File: src/rtl/adc_cmd_cfg.svh
// constants for the serial command decoder
`ifndef ADC_CMD_CFG_SVH
`define ADC_CMD_CFG_SVH
`define CMD_SYNC_MASK      8'hfe
`define CMD_SYNC           8'h04
`define CMD_RESET          8'h06
`define CMD_SLEEP          8'h02
`define CMD_WAKEUP         8'h00
`define CMD_READ_ONCE      8'h12
`define CMD_READ_CONT      8'h14
`define CMD_STOP_CONT      8'h16
`define CMD_NOP            8'hff
`define CMD_CMD_REG_READ_HI        4'h2
`define CMD_CMD_REG_WRITE_HI        4'h4
`define CMD_SYS_OFFSET     8'h60
`define CMD_SYS_GAIN       8'h61
`define CMD_SELF_OFFSET    8'h62
`define RST_HOLD_US        600
`define SYSCLK_MHZ         20
`define RST_HOLD_CYCLES    (`RST_HOLD_US * `SYSCLK_MHZ)
`define REG_RESET_VALUE    8'h00
`define OFFSET_CAL_ADDR    4'h4
`define FULLSCALE_CAL_ADDR 4'h7
`endif

File: src/rtl/adc_cmd_pkg.sv
// types for the serial command decoder
package adc_cmd_pkg;
  typedef enum logic [2:0] {
    ST_IDLE  = 3'b000,
    ST_RCNT  = 3'b001,
    ST_RDOUT = 3'b010,
    ST_WCNT  = 3'b011,
    ST_WDATA = 3'b100,
    ST_DOUT  = 3'b101
  } cmd_state_e;
  typedef logic [7:0] byte_t;
endpackage : adc_cmd_pkg

File: src/rtl/adc_spi_command_decoder.sv
// serial command interpreter of the converter
//
// Overview of operation
// RL1 - sync clears filter, restarts conversion
// RL2 - reset restores registers and clears filter
// RL3 - reset needs an in-step serial interface
// RL4 - chip select reinitialises serial state
// RL5 - reset holds registers, filter for 0.6ms
// RL6 - continuous mode autoloads each new result (code: not during register readback)
// RL7 - partial readout allowed in whole bytes
// RL8 - continuous mode starts at next ready
// RL9 - host finishes readout before next ready
// RL10 - stop continuous takes effect at next ready
// RL11 - single read loads latest result
// RL12 - single read accepted during last byte
// RL13 - register read: address byte, count byte
// RL14 - register read wraps address to zero
// RL15 - commands ignored during register readback
// RL16 - register write: address, count, data bytes
// RL17 - system offset cal updates offset register
// RL18 - system gain cal updates fullscale register
// RL19 - self offset cal updates offset register
// RL20 - continuous mode active after reset
// RL21 - host waits for power-on reset
// RL22 - completed result readable during sleep
// RL23 - system commands ignore least bit
// RL24 - calibration commands are single bytes
`timescale 1ns/100ps
`include "adc_cmd_cfg.svh"
module adc_spi_command_decoder #(
  parameter int RESULT_W   = 24,
  parameter int FIFO_DEPTH = 4,
  parameter int RST_HOLD   = `RST_HOLD_CYCLES
) (
  input  wire logic                  i_clock,
  input  wire logic                  i_rst,
  input  wire logic                  i_sclk,
  input  wire logic                  i_cs_n,
  input  wire logic                  i_din,
  output logic                       o_dout,
  output logic                       o_result_ready_n,
  input  wire logic                  i_conv_valid,
  output logic                       o_conv_ready,
  input  wire logic [RESULT_W-1:0]   i_conv_data,
  input  wire logic [RESULT_W-1:0]   i_cal_value,
  input  wire logic                  i_cal_done,
  output logic                       o_filter_clear,
  output logic                       o_cal_start,
  output logic [1:0]                 o_cal_kind,
  output logic                       o_short_inputs,
  output logic                       o_sleep,
  output logic                       o_reset_busy,
  output logic [127:0]               o_reg_image
);
  import adc_cmd_pkg::*;
  initial begin
    if (RESULT_W != 24) $error("result width must be 24");
    if (RST_HOLD < 1) $error("reset hold must be positive");
  end
  // ==========================================================
  // pin synchronisers (three stages, second and third agree)
  logic [2:0] sclk_sy;
  logic [2:0] cs_sy;
  logic [2:0] din_sy;
  always_ff @(posedge i_clock) begin
    if (i_rst) begin
      sclk_sy <= 3'h0;
      cs_sy   <= 3'h7;
      din_sy  <= 3'h0;
    end else begin
      sclk_sy <= {sclk_sy[1:0], i_sclk};
      cs_sy   <= {cs_sy[1:0], i_cs_n};
      din_sy  <= {din_sy[1:0], i_din};
    end
  end
  // ==========================================================
  // state
  typedef struct packed {
    cmd_state_e       st;
    logic             sclk_lv;
    logic             cs_lv;
    logic             din_lv;
    logic [7:0]       sh_in;
    logic [2:0]       bitc;
    logic [23:0]      sh_out;
    logic [4:0]       out_bits;
    logic             skip;
    logic [3:0]       addr;
    logic [3:0]       cnt;
    logic [127:0]     regs;
    logic             cont;
    logic             cont_pend;
    logic             stop_pend;
    logic             rdy_n;
    logic [23:0]      latest;
    logic [31:0]      hold;
    logic             sleep;
    logic             flt_clr;
    logic             cal_go;
    logic [1:0]       cal_kind;
    logic             cal_busy;
  } state_s;
  state_s cur_ff;
  state_s nxt_s;
  wire logic        fifo_valid;
  wire logic [23:0] fifo_data;
  logic             fifo_pop;
  adc_result_fifo #(.WIDTH(RESULT_W), .DEPTH(FIFO_DEPTH)) u_fifo (
    .i_clock     (i_clock),
    .i_rst       (i_rst),
    .i_in_valid  (i_conv_valid),
    .o_in_ready  (o_conv_ready),
    .i_in_data   (i_conv_data),
    .o_out_valid (fifo_valid),
    .i_out_ready (fifo_pop),
    .o_out_data  (fifo_data)
  );
  // qualified levels: change only when stages 2 and 3 agree
  wire logic sclk_q = (sclk_sy[1] == sclk_sy[2]) ? sclk_sy[2] : cur_ff.sclk_lv;
  wire logic cs_q   = (cs_sy[1] == cs_sy[2]) ? cs_sy[2] : cur_ff.cs_lv;
  wire logic din_q  = (din_sy[1] == din_sy[2]) ? din_sy[2] : cur_ff.din_lv;
  wire logic sclk_rise = sclk_q && !cur_ff.sclk_lv;
  wire logic sclk_fall = !sclk_q && cur_ff.sclk_lv;
  // ==========================================================
  // next state
  always_comb begin
    logic [7:0] byte_in;
    logic       byte_done;
    logic       hold_on;
    byte_in   = {cur_ff.sh_in[6:0], din_q};
    byte_done = 1'b0;
    hold_on   = cur_ff.hold != 32'h0;
    nxt_s     = cur_ff;
    fifo_pop  = 1'b0;
    nxt_s.sclk_lv = sclk_q;
    nxt_s.cs_lv   = cs_q;
    nxt_s.din_lv  = din_q;
    nxt_s.flt_clr = 1'b0;
    nxt_s.cal_go  = 1'b0;
    if (hold_on) begin
      nxt_s.hold = cur_ff.hold - 32'h1; // [RL5]
    end
    if (cur_ff.cal_busy && i_cal_done) begin
      nxt_s.cal_busy = 1'b0;
      if (cur_ff.cal_kind == 2'h1) begin
        nxt_s.regs[`FULLSCALE_CAL_ADDR*8 +: 24] = i_cal_value; // [RL18]
      end else begin
        nxt_s.regs[`OFFSET_CAL_ADDR*8 +: 24] = i_cal_value; // [RL17] [RL19]
      end
    end
    // result arrival: ready falls, pending mode changes apply
    if (fifo_valid && !hold_on) begin
      fifo_pop     = 1'b1;
      nxt_s.latest = fifo_data;
      nxt_s.rdy_n  = 1'b0;
      if (cur_ff.cont_pend) begin
        nxt_s.cont      = 1'b1; // [RL8]
        nxt_s.cont_pend = 1'b0;
      end
      if (cur_ff.stop_pend) begin
        nxt_s.cont      = 1'b0; // [RL10]
        nxt_s.stop_pend = 1'b0;
      end
      // still loads while asleep, result stays readable
      if (cur_ff.cont && !cur_ff.stop_pend && cur_ff.st != ST_RDOUT) begin
        nxt_s.sh_out   = fifo_data; // [RL6] [RL22]
        nxt_s.out_bits = 5'd24;
        nxt_s.skip     = sclk_q;
      end
    end
    if (cs_q) begin
      // chip select high resynchronises the serial side only
      nxt_s.st    = ST_IDLE; // [RL4]
      nxt_s.bitc  = 3'h0;
      nxt_s.sh_in = 8'h0;
      nxt_s.skip  = 1'b0;
    end else if (!hold_on) begin
      // a word loaded while sclk is high keeps its msb over the next fall
      if (sclk_fall && cur_ff.out_bits != 5'd0) begin
        if (cur_ff.skip) begin
          nxt_s.skip = 1'b0;
        end else begin
          nxt_s.sh_out   = {cur_ff.sh_out[22:0], 1'b0};
          nxt_s.out_bits = cur_ff.out_bits - 5'd1;
        end
      end
      if (sclk_rise) begin
        nxt_s.sh_in = byte_in;
        nxt_s.bitc  = cur_ff.bitc + 3'h1;
        byte_done   = cur_ff.bitc == 3'h7; // [RL7]
        if (cur_ff.out_bits == 5'd1) begin
          nxt_s.rdy_n = 1'b1;
        end
      end
      if (byte_done) begin
        unique case (cur_ff.st)
          ST_IDLE: begin
            if ((byte_in & `CMD_SYNC_MASK) == `CMD_SYNC) begin
              nxt_s.flt_clr = 1'b1; // [RL1] [RL23]
            end else if ((byte_in & `CMD_SYNC_MASK) == `CMD_RESET) begin
              // only reached when the byte framing is in step
              nxt_s.regs      = '0; // [RL2] [RL3]
              nxt_s.flt_clr   = 1'b1;
              nxt_s.hold      = 32'(RST_HOLD); // [RL5]
              nxt_s.cont      = 1'b1;
              nxt_s.cont_pend = 1'b0;
              nxt_s.stop_pend = 1'b0;
            end else if ((byte_in & `CMD_SYNC_MASK) == `CMD_SLEEP) begin
              nxt_s.sleep = 1'b1;
            end else if ((byte_in & `CMD_SYNC_MASK) == `CMD_WAKEUP) begin
              nxt_s.sleep = 1'b0;
            end else if ((byte_in & `CMD_SYNC_MASK) == `CMD_READ_ONCE) begin
              nxt_s.sh_out   = cur_ff.latest; // [RL11] [RL12]
              nxt_s.out_bits = 5'd24;
              nxt_s.skip     = sclk_q;
            end else if ((byte_in & `CMD_SYNC_MASK) == `CMD_READ_CONT) begin
              nxt_s.cont_pend = 1'b1; // [RL8]
              nxt_s.stop_pend = 1'b0;
            end else if ((byte_in & `CMD_SYNC_MASK) == `CMD_STOP_CONT) begin
              nxt_s.stop_pend = 1'b1; // [RL10]
              nxt_s.cont_pend = 1'b0;
            end else if (byte_in[7:4] == `CMD_CMD_REG_READ_HI) begin
              nxt_s.addr = byte_in[3:0]; // [RL13]
              nxt_s.st   = ST_RCNT;
            end else if (byte_in[7:4] == `CMD_CMD_REG_WRITE_HI) begin
              nxt_s.addr = byte_in[3:0]; // [RL16]
              nxt_s.st   = ST_WCNT;
            end else if (byte_in == `CMD_SYS_OFFSET || byte_in == `CMD_SYS_GAIN
                         || byte_in == `CMD_SELF_OFFSET) begin
              nxt_s.cal_go   = 1'b1; // [RL24]
              nxt_s.cal_busy = 1'b1;
              nxt_s.cal_kind = byte_in[1:0];
            end
          end
          ST_RCNT: begin
            nxt_s.cnt      = byte_in[3:0]; // [RL13]
            nxt_s.sh_out   = {cur_ff.regs[cur_ff.addr*8 +: 8], 16'h0};
            nxt_s.out_bits = 5'd8;
            nxt_s.skip     = sclk_q;
            nxt_s.st       = ST_RDOUT;
          end
          ST_RDOUT: begin
            // incoming bytes are ignored while readback runs
            if (cur_ff.cnt == 4'h0) begin
              nxt_s.st = ST_IDLE; // [RL15]
            end else begin
              nxt_s.cnt      = cur_ff.cnt - 4'h1;
              nxt_s.addr     = 4'(cur_ff.addr + 4'h1); // [RL14]
              nxt_s.sh_out   = {cur_ff.regs[4'(cur_ff.addr + 4'h1)*8 +: 8], 16'h0};
              nxt_s.out_bits = 5'd8;
              nxt_s.skip     = sclk_q;
            end
          end
          ST_WCNT: begin
            nxt_s.cnt = byte_in[3:0]; // [RL16]
            nxt_s.st  = ST_WDATA;
          end
          ST_WDATA: begin
            nxt_s.regs[cur_ff.addr*8 +: 8] = byte_in; // [RL16]
            nxt_s.addr = cur_ff.addr + 4'h1;
            nxt_s.cnt  = cur_ff.cnt - 4'h1;
            if (cur_ff.cnt == 4'h0) begin
              nxt_s.st = ST_IDLE;
            end
          end
          default: nxt_s.st = ST_IDLE;
        endcase
      end
    end
  end
  always_ff @(posedge i_clock) begin
    if (i_rst) begin
      cur_ff          <= '0;
      cur_ff.st       <= ST_IDLE;
      cur_ff.cs_lv    <= 1'b1;
      cur_ff.rdy_n    <= 1'b1;
      cur_ff.cont     <= 1'b1; // [RL20]
      cur_ff.flt_clr  <= 1'b1;
    end else begin
      cur_ff <= nxt_s;
    end
  end
  assign o_dout           = cur_ff.sh_out[23];
  assign o_result_ready_n = cur_ff.rdy_n;
  assign o_filter_clear   = cur_ff.flt_clr;
  assign o_cal_start      = cur_ff.cal_go;
  assign o_cal_kind       = cur_ff.cal_kind;
  assign o_short_inputs   = cur_ff.cal_busy && cur_ff.cal_kind == 2'h2; // [RL19]
  assign o_sleep          = cur_ff.sleep;
  assign o_reset_busy     = cur_ff.hold != 32'h0;
  assign o_reg_image      = cur_ff.regs;
  // ==========================================================
  // checks
  a_reset_hold_len: assert property (@(posedge i_clock) disable iff (i_rst)
    $rose(o_reset_busy) |-> o_reset_busy [*8]) else $error("hold too short"); // [RL5]
  a_reset_clears: assert property (@(posedge i_clock) disable iff (i_rst)
    $rose(o_reset_busy) |-> o_reg_image == 128'h0 && o_filter_clear)
    else $error("reset did not clear"); // [RL2]
  a_cs_idles: assert property (@(posedge i_clock) disable iff (i_rst)
    cs_q |=> cur_ff.st == ST_IDLE) else $error("chip select ignored"); // [RL4]
  a_cont_at_ready: assert property (@(posedge i_clock) disable iff (i_rst)
    $rose(cur_ff.cont) && !$rose(o_reset_busy) |-> $fell(o_result_ready_n))
    else $error("mode change early"); // [RL8]
  a_stop_at_ready: assert property (@(posedge i_clock) disable iff (i_rst)
    $fell(cur_ff.cont) && !$rose(o_reset_busy) |-> $fell(o_result_ready_n))
    else $error("stop early"); // [RL10]
  a_cont_loads: assert property (@(posedge i_clock) disable iff (i_rst)
    fifo_pop && cur_ff.cont && !cur_ff.stop_pend && cur_ff.st != ST_RDOUT
    |=> cur_ff.out_bits == 5'd24) else $error("no autoload"); // [RL6]
  a_rdout_ends: assert property (@(posedge i_clock) disable iff (i_rst)
    cur_ff.st == ST_RDOUT && nxt_s.st == ST_IDLE |-> cur_ff.cnt == 4'h0)
    else $error("readback ended early"); // [RL15]
  a_cal_start: assert property (@(posedge i_clock) disable iff (i_rst)
    o_cal_start |-> ##1 cur_ff.cal_busy) else $error("cal not busy"); // [RL17]
  c_reg_read: cover property (@(posedge i_clock) cur_ff.st == ST_RDOUT);
  c_reg_write: cover property (@(posedge i_clock) cur_ff.st == ST_WDATA);
  c_soft_reset: cover property (@(posedge i_clock) $rose(o_reset_busy));
endmodule : adc_spi_command_decoder

File: src/rtl/adc_result_fifo.sv
// small result fifo between converter and serial output
`timescale 1ns/100ps
module adc_result_fifo #(
  parameter int WIDTH = 24,
  parameter int DEPTH = 4
) (
  input  wire logic             i_clock,
  input  wire logic             i_rst,
  input  wire logic             i_in_valid,
  output logic                  o_in_ready,
  input  wire logic [WIDTH-1:0] i_in_data,
  output logic                  o_out_valid,
  input  wire logic             i_out_ready,
  output logic      [WIDTH-1:0] o_out_data
);
  localparam int AW = $clog2(DEPTH);
  initial begin
    if (DEPTH < 2 || (1 << AW) != DEPTH) $error("depth must be a power of two");
  end
  logic [WIDTH-1:0] mem_ff [DEPTH];
  logic [AW:0]      wr_ff;
  logic [AW:0]      rd_ff;
  wire logic push = i_in_valid && o_in_ready;
  wire logic pop  = o_out_valid && i_out_ready;
  assign o_in_ready  = (wr_ff - rd_ff) != (AW+1)'(DEPTH);
  assign o_out_valid = wr_ff != rd_ff;
  assign o_out_data  = mem_ff[rd_ff[AW-1:0]];
  always_ff @(posedge i_clock) begin
    if (i_rst) begin
      wr_ff <= '0;
      rd_ff <= '0;
    end else begin
      if (push) begin
        wr_ff <= wr_ff + 1'b1;
      end
      if (pop) begin
        rd_ff <= rd_ff + 1'b1;
      end
    end
  end
  always_ff @(posedge i_clock) begin
    if (push) begin
      mem_ff[wr_ff[AW-1:0]] <= i_in_data;
    end
  end
endmodule : adc_result_fifo

File: config.mk
export PLATFORM = sky130hd
export DESIGN_NAME = adc_spi_command_decoder
export DESIGN_NICKNAME = d
export VERILOG_FILES = /design/src/rtl/adc_cmd_pkg.sv /design/src/rtl/adc_spi_command_decoder.sv /design/src/rtl/adc_result_fifo.sv
export VERILOG_INCLUDE_DIRS = /design/src /design/src/rtl
export SDC_FILE = /design/constraint.sdc
export NUM_CORES = 1
export LEC_CHECK = 0
export ABC_AREA = 1
export BUFFER_PORTS_ARGS = -buffer_cell sky130_fd_sc_hd__buf_4
export CORE_UTILIZATION = 54
export DETAILED_ROUTE_END_ITERATION = 12
export PLACE_DENSITY = 0.74
export REMOVE_ABC_BUFFERS = 1
export SETUP_SLACK_MARGIN = 0.02
export SLEW_MARGIN = 40
export SYNTH_ARGS = -nofsm -noshare
export SYNTH_HDL_FRONTEND = slang
export SYNTH_SLANG_ARGS = --single-unit
File: constraint.sdc
create_clock -name i_clock -period 3.6 [get_ports i_clock]
set_input_delay 0.18 -clock i_clock [delete_from_list [all_inputs] [get_ports i_clock]]
set_output_delay 0.18 -clock i_clock [all_outputs]
set_load 0.005 [all_outputs]
==> qor.csv <==
metric,value,unit
sw_frac_of_total,35.1,%
synthDistinctLibCells,51,
firstDrtPassIters,6,
wirelength,80.7,mm
synthesis.area,0.0216,mm2
max_clock_freq,340,MHz
max_stage_delay,0.57,ns
cp_max_fo,29,
die_y,202,um
powerDensity,535,mW/mm2
yosysTopAreaCell,dfxtp_1,
setup_viol,0,
synthCells,3198,
worst_r2r_endpoint,o_reg_image[13],
final_cells,3792,
synth_top_cells_by_count,"nand2_1 (831), nor2_1 (376), nand3_1 (336)",
clock-sinks,361,
initial_core_util,55.3,%
ant_nets,0,
syn_area_per_cell,6.75,um2
core,0.0390,mm2
grt_antenna_before_repair,0,
maxSlewViolCount,0,
seqCellArea,0.00819,mm2
min_from,i_cal_value[9],
cts-buffers-inserted,41,
worstPathArrival,3.46,ns
post-place-ws,0.730,ns
grtUsageTotal,38.9,%
slew_headroom,40.1,%
grt_pass1_wl,122,mm
seqPwrFrac,37.7,%
antenna_cells,0,
crit_path_start_kind,flop,
max_cap_viol_count,0,
layout-drive-gt1-share,13.1,%
clkPwrFrac,34.7,%
clockBufferDepth,3,
wl_per_cell,21.3,um
synth_warnings,0,
io_pins,193,
cts_setup_buffers,0,
grt_max_degree,86,
clk_latency,0.59,ns
yosysSeqAreaShare,37.9,%
final_util,62.3,%
cts_hold_buffers,33,
detail_route.iter0.violations,2773,
critical_path_class,reg2reg,
yosysMostFrequentCell,nand2_1,
worstHoldEndpoint,o_reg_image[41],
rr_worst_depth,10,
finClkSkew,0.0249,ns
grt-ovfl-total,0,
cts_tree,yes,
outcome,finished clean,
leakage,10.5,nW
cpLargestDelayFamily,simple AND/OR/NAND/NOR gates,
cts.root.buffer_cell,clkbuf_16,
via_per_inst,5.85,
hold_path_class,in2reg,
path_clk_slew,0.06,ns
p_int,8.44,mW
timing.final.ws_setup,0.661,ns
numPortBuffers,192,
multi_input_area,0.0106,mm2
synth_edf_count,96,
fin_crit_sh,81.6,%
grt_pass1_vias,20400,
period_minus_slack,2.94,ns
endpoint_kind,flop,
path_cells,inv_1 > ha_1 > buf_4 > buf_4 > nand2_1 > nor2_1 > nand3_1 > a211oi_1 > nand2_1 > a21oi_1,
gp_congestion,1.08,
peakVddDrop,0.834,mV
placed_cells,3683,
rsz0062_at_grt,false,
die_w,202,um
drcViolationCount,0,
worst-path-buf-inv,3,
ys.flop_type,dfxtp_1,
tightest_slew,0.898,ns
slowest_stage,nor2_1,
dieArea,0.0408,mm2
p_sw,4.56,mW
final-hold-violation-count,0,
synth_area_leaders,"dfxtp_1 (25%), nand2_1 (14%), edfxtp_1 (13%)",
layout.nets,3317,
async_flop_share,0,%
htree_levels,2,
comb_power_share,27.6,%
whs_path_depth,5,
fp-row-count,72,
fillers,3593,
syn_to_final_growth,12.6,%
yosys_register_bits,361,
rr_startpoint,cur_ff[199],
dpl.hpwl,57.1,mm
reg2reg_slack,0.66,ns
ctsResizeCount,0,
synth_top_area_share,24.6,%
cp.required,4.12,ns
whs,0.00889,ns
num_vias,22200,
-- worst reg2reg max path, cell delays in order (launching register included) --
cell	delay, ns
dfxtp_1	0.35
inv_1	0.07
ha_1	0.29
buf_4	0.28
buf_4	0.48
nand2_1	0.15
nor2_1	0.57
nand3_1	0.24
a211oi_1	0.28
nand2_1	0.08
a21oi_1	0.12
-- stage by stage --
| step | total power, mW | setup TNS, ns | instance area (um2) |
|---|---|---|---|
| after CTS | 12.9 | 0 | 24300 |
| final | 13.0 | 0 | 24300 |
| after global routing | 13.6 | 0 | 24300 |
| after floorplan | 7.44 | -467.23 | 19900 |
| after global placement | 8.33 | 0 | 22500 |
| after detailed placement | 8.43 | 0 | 22500 |
-- sequential cells by signal, summed over array words and instances (netlist names), named ones only --
name and count:
o_cal_kind 2, cs_sy 3, din_sy 3, o_filter_clear 1, u_fifo.wr_ff 3, sclk_sy 3, o_result_ready_n 1, o_dout 1
o_sleep 1, u_fifo.mem_ff 96, o_reg_image 128, o_cal_start 1, cur_ff 113, u_fifo.rd_ff 3
-- area by class of cell --
cell class / instances / share of cell area (%)
multi-input combinational: 2240 / 43.6
sequential: 361 / 33.7
timing repair buffer: 290 / 9.42
inverter: 307 / 4.75
clock buffer: 49 / 4.56
tap: 518 / 2.67
clock inverter: 27 / 1.34
-- metal layers --
| metal | part of all wire, % | track usage [%] |
|---|---|---|
| met2 | 45 | 61.6 |
| met5 | 0 | 0 |
| met1 | 39 | 50.3 |
| met3 | 10 | 6.51 |
| met4 | 6.5 | 22.0 |
-- worst max path at each step --
stage,start,to,slack (ns),depth (start not counted)
after global routing,cur_ff[198],o_reg_image[53],0.52,10
after CTS,cur_ff[199],o_reg_image[13],0.74,10
after global placement,cur_ff[198],o_reg_image[13],0.80,10
after floorplan,cur_ff[198],o_reg_image[120],-4.28,11
after detailed placement,cur_ff[199],o_reg_image[13],0.73,10
final,cur_ff[199],o_reg_image[13],0.66,10
-- cell usage in the layout, fill, tap and decap left out, types with 24 or more instances in the layout --
| cell type | n |
|---|---|
| dfxtp_1 | 264 |
| nor2_1 | 371 |
| edfxtp_1 | 96 |
| nand2_1 | 831 |
| buf_4 | 254 |
| o21ai_0 | 206 |
| nor3_1 | 57 |
| nand3_1 | 335 |
| dlygate4sd3_1 | 33 |
| a211oi_1 | 24 |
| clkbuf_16 | 42 |
| a21oi_1 | 141 |
| inv_1 | 280 |
| nand4_1 | 62 |
-- power by group through the flow --
stage / Combinational, mW / Sequential, mW / Clock (mW)
after floorplan: 2.50 / 4.94 / 0
after global placement: 3.37 / 4.96 / 0
after detailed placement: 3.45 / 4.98 / 0
after CTS: 3.51 / 4.89 / 4.51
after global routing: 3.96 / 4.95 / 4.66
final: 3.59 / 4.90 / 4.50
-- cells by family after synthesis --
family / after synthesis / synth area share, %
AOI/OAI and AO/OA: 435 / 11.0
xor gates and xnor gates: 31 / 1.26
adders and majority gates: 21 / 1.22
buffers and inverters: 597 / 13.2
DFF: 361 / 37.9
muxes: 3 / 0.139
and+or+nand+nor: 1750 / 35.3
No activity file was read; power rests on OpenSTA's default activity.
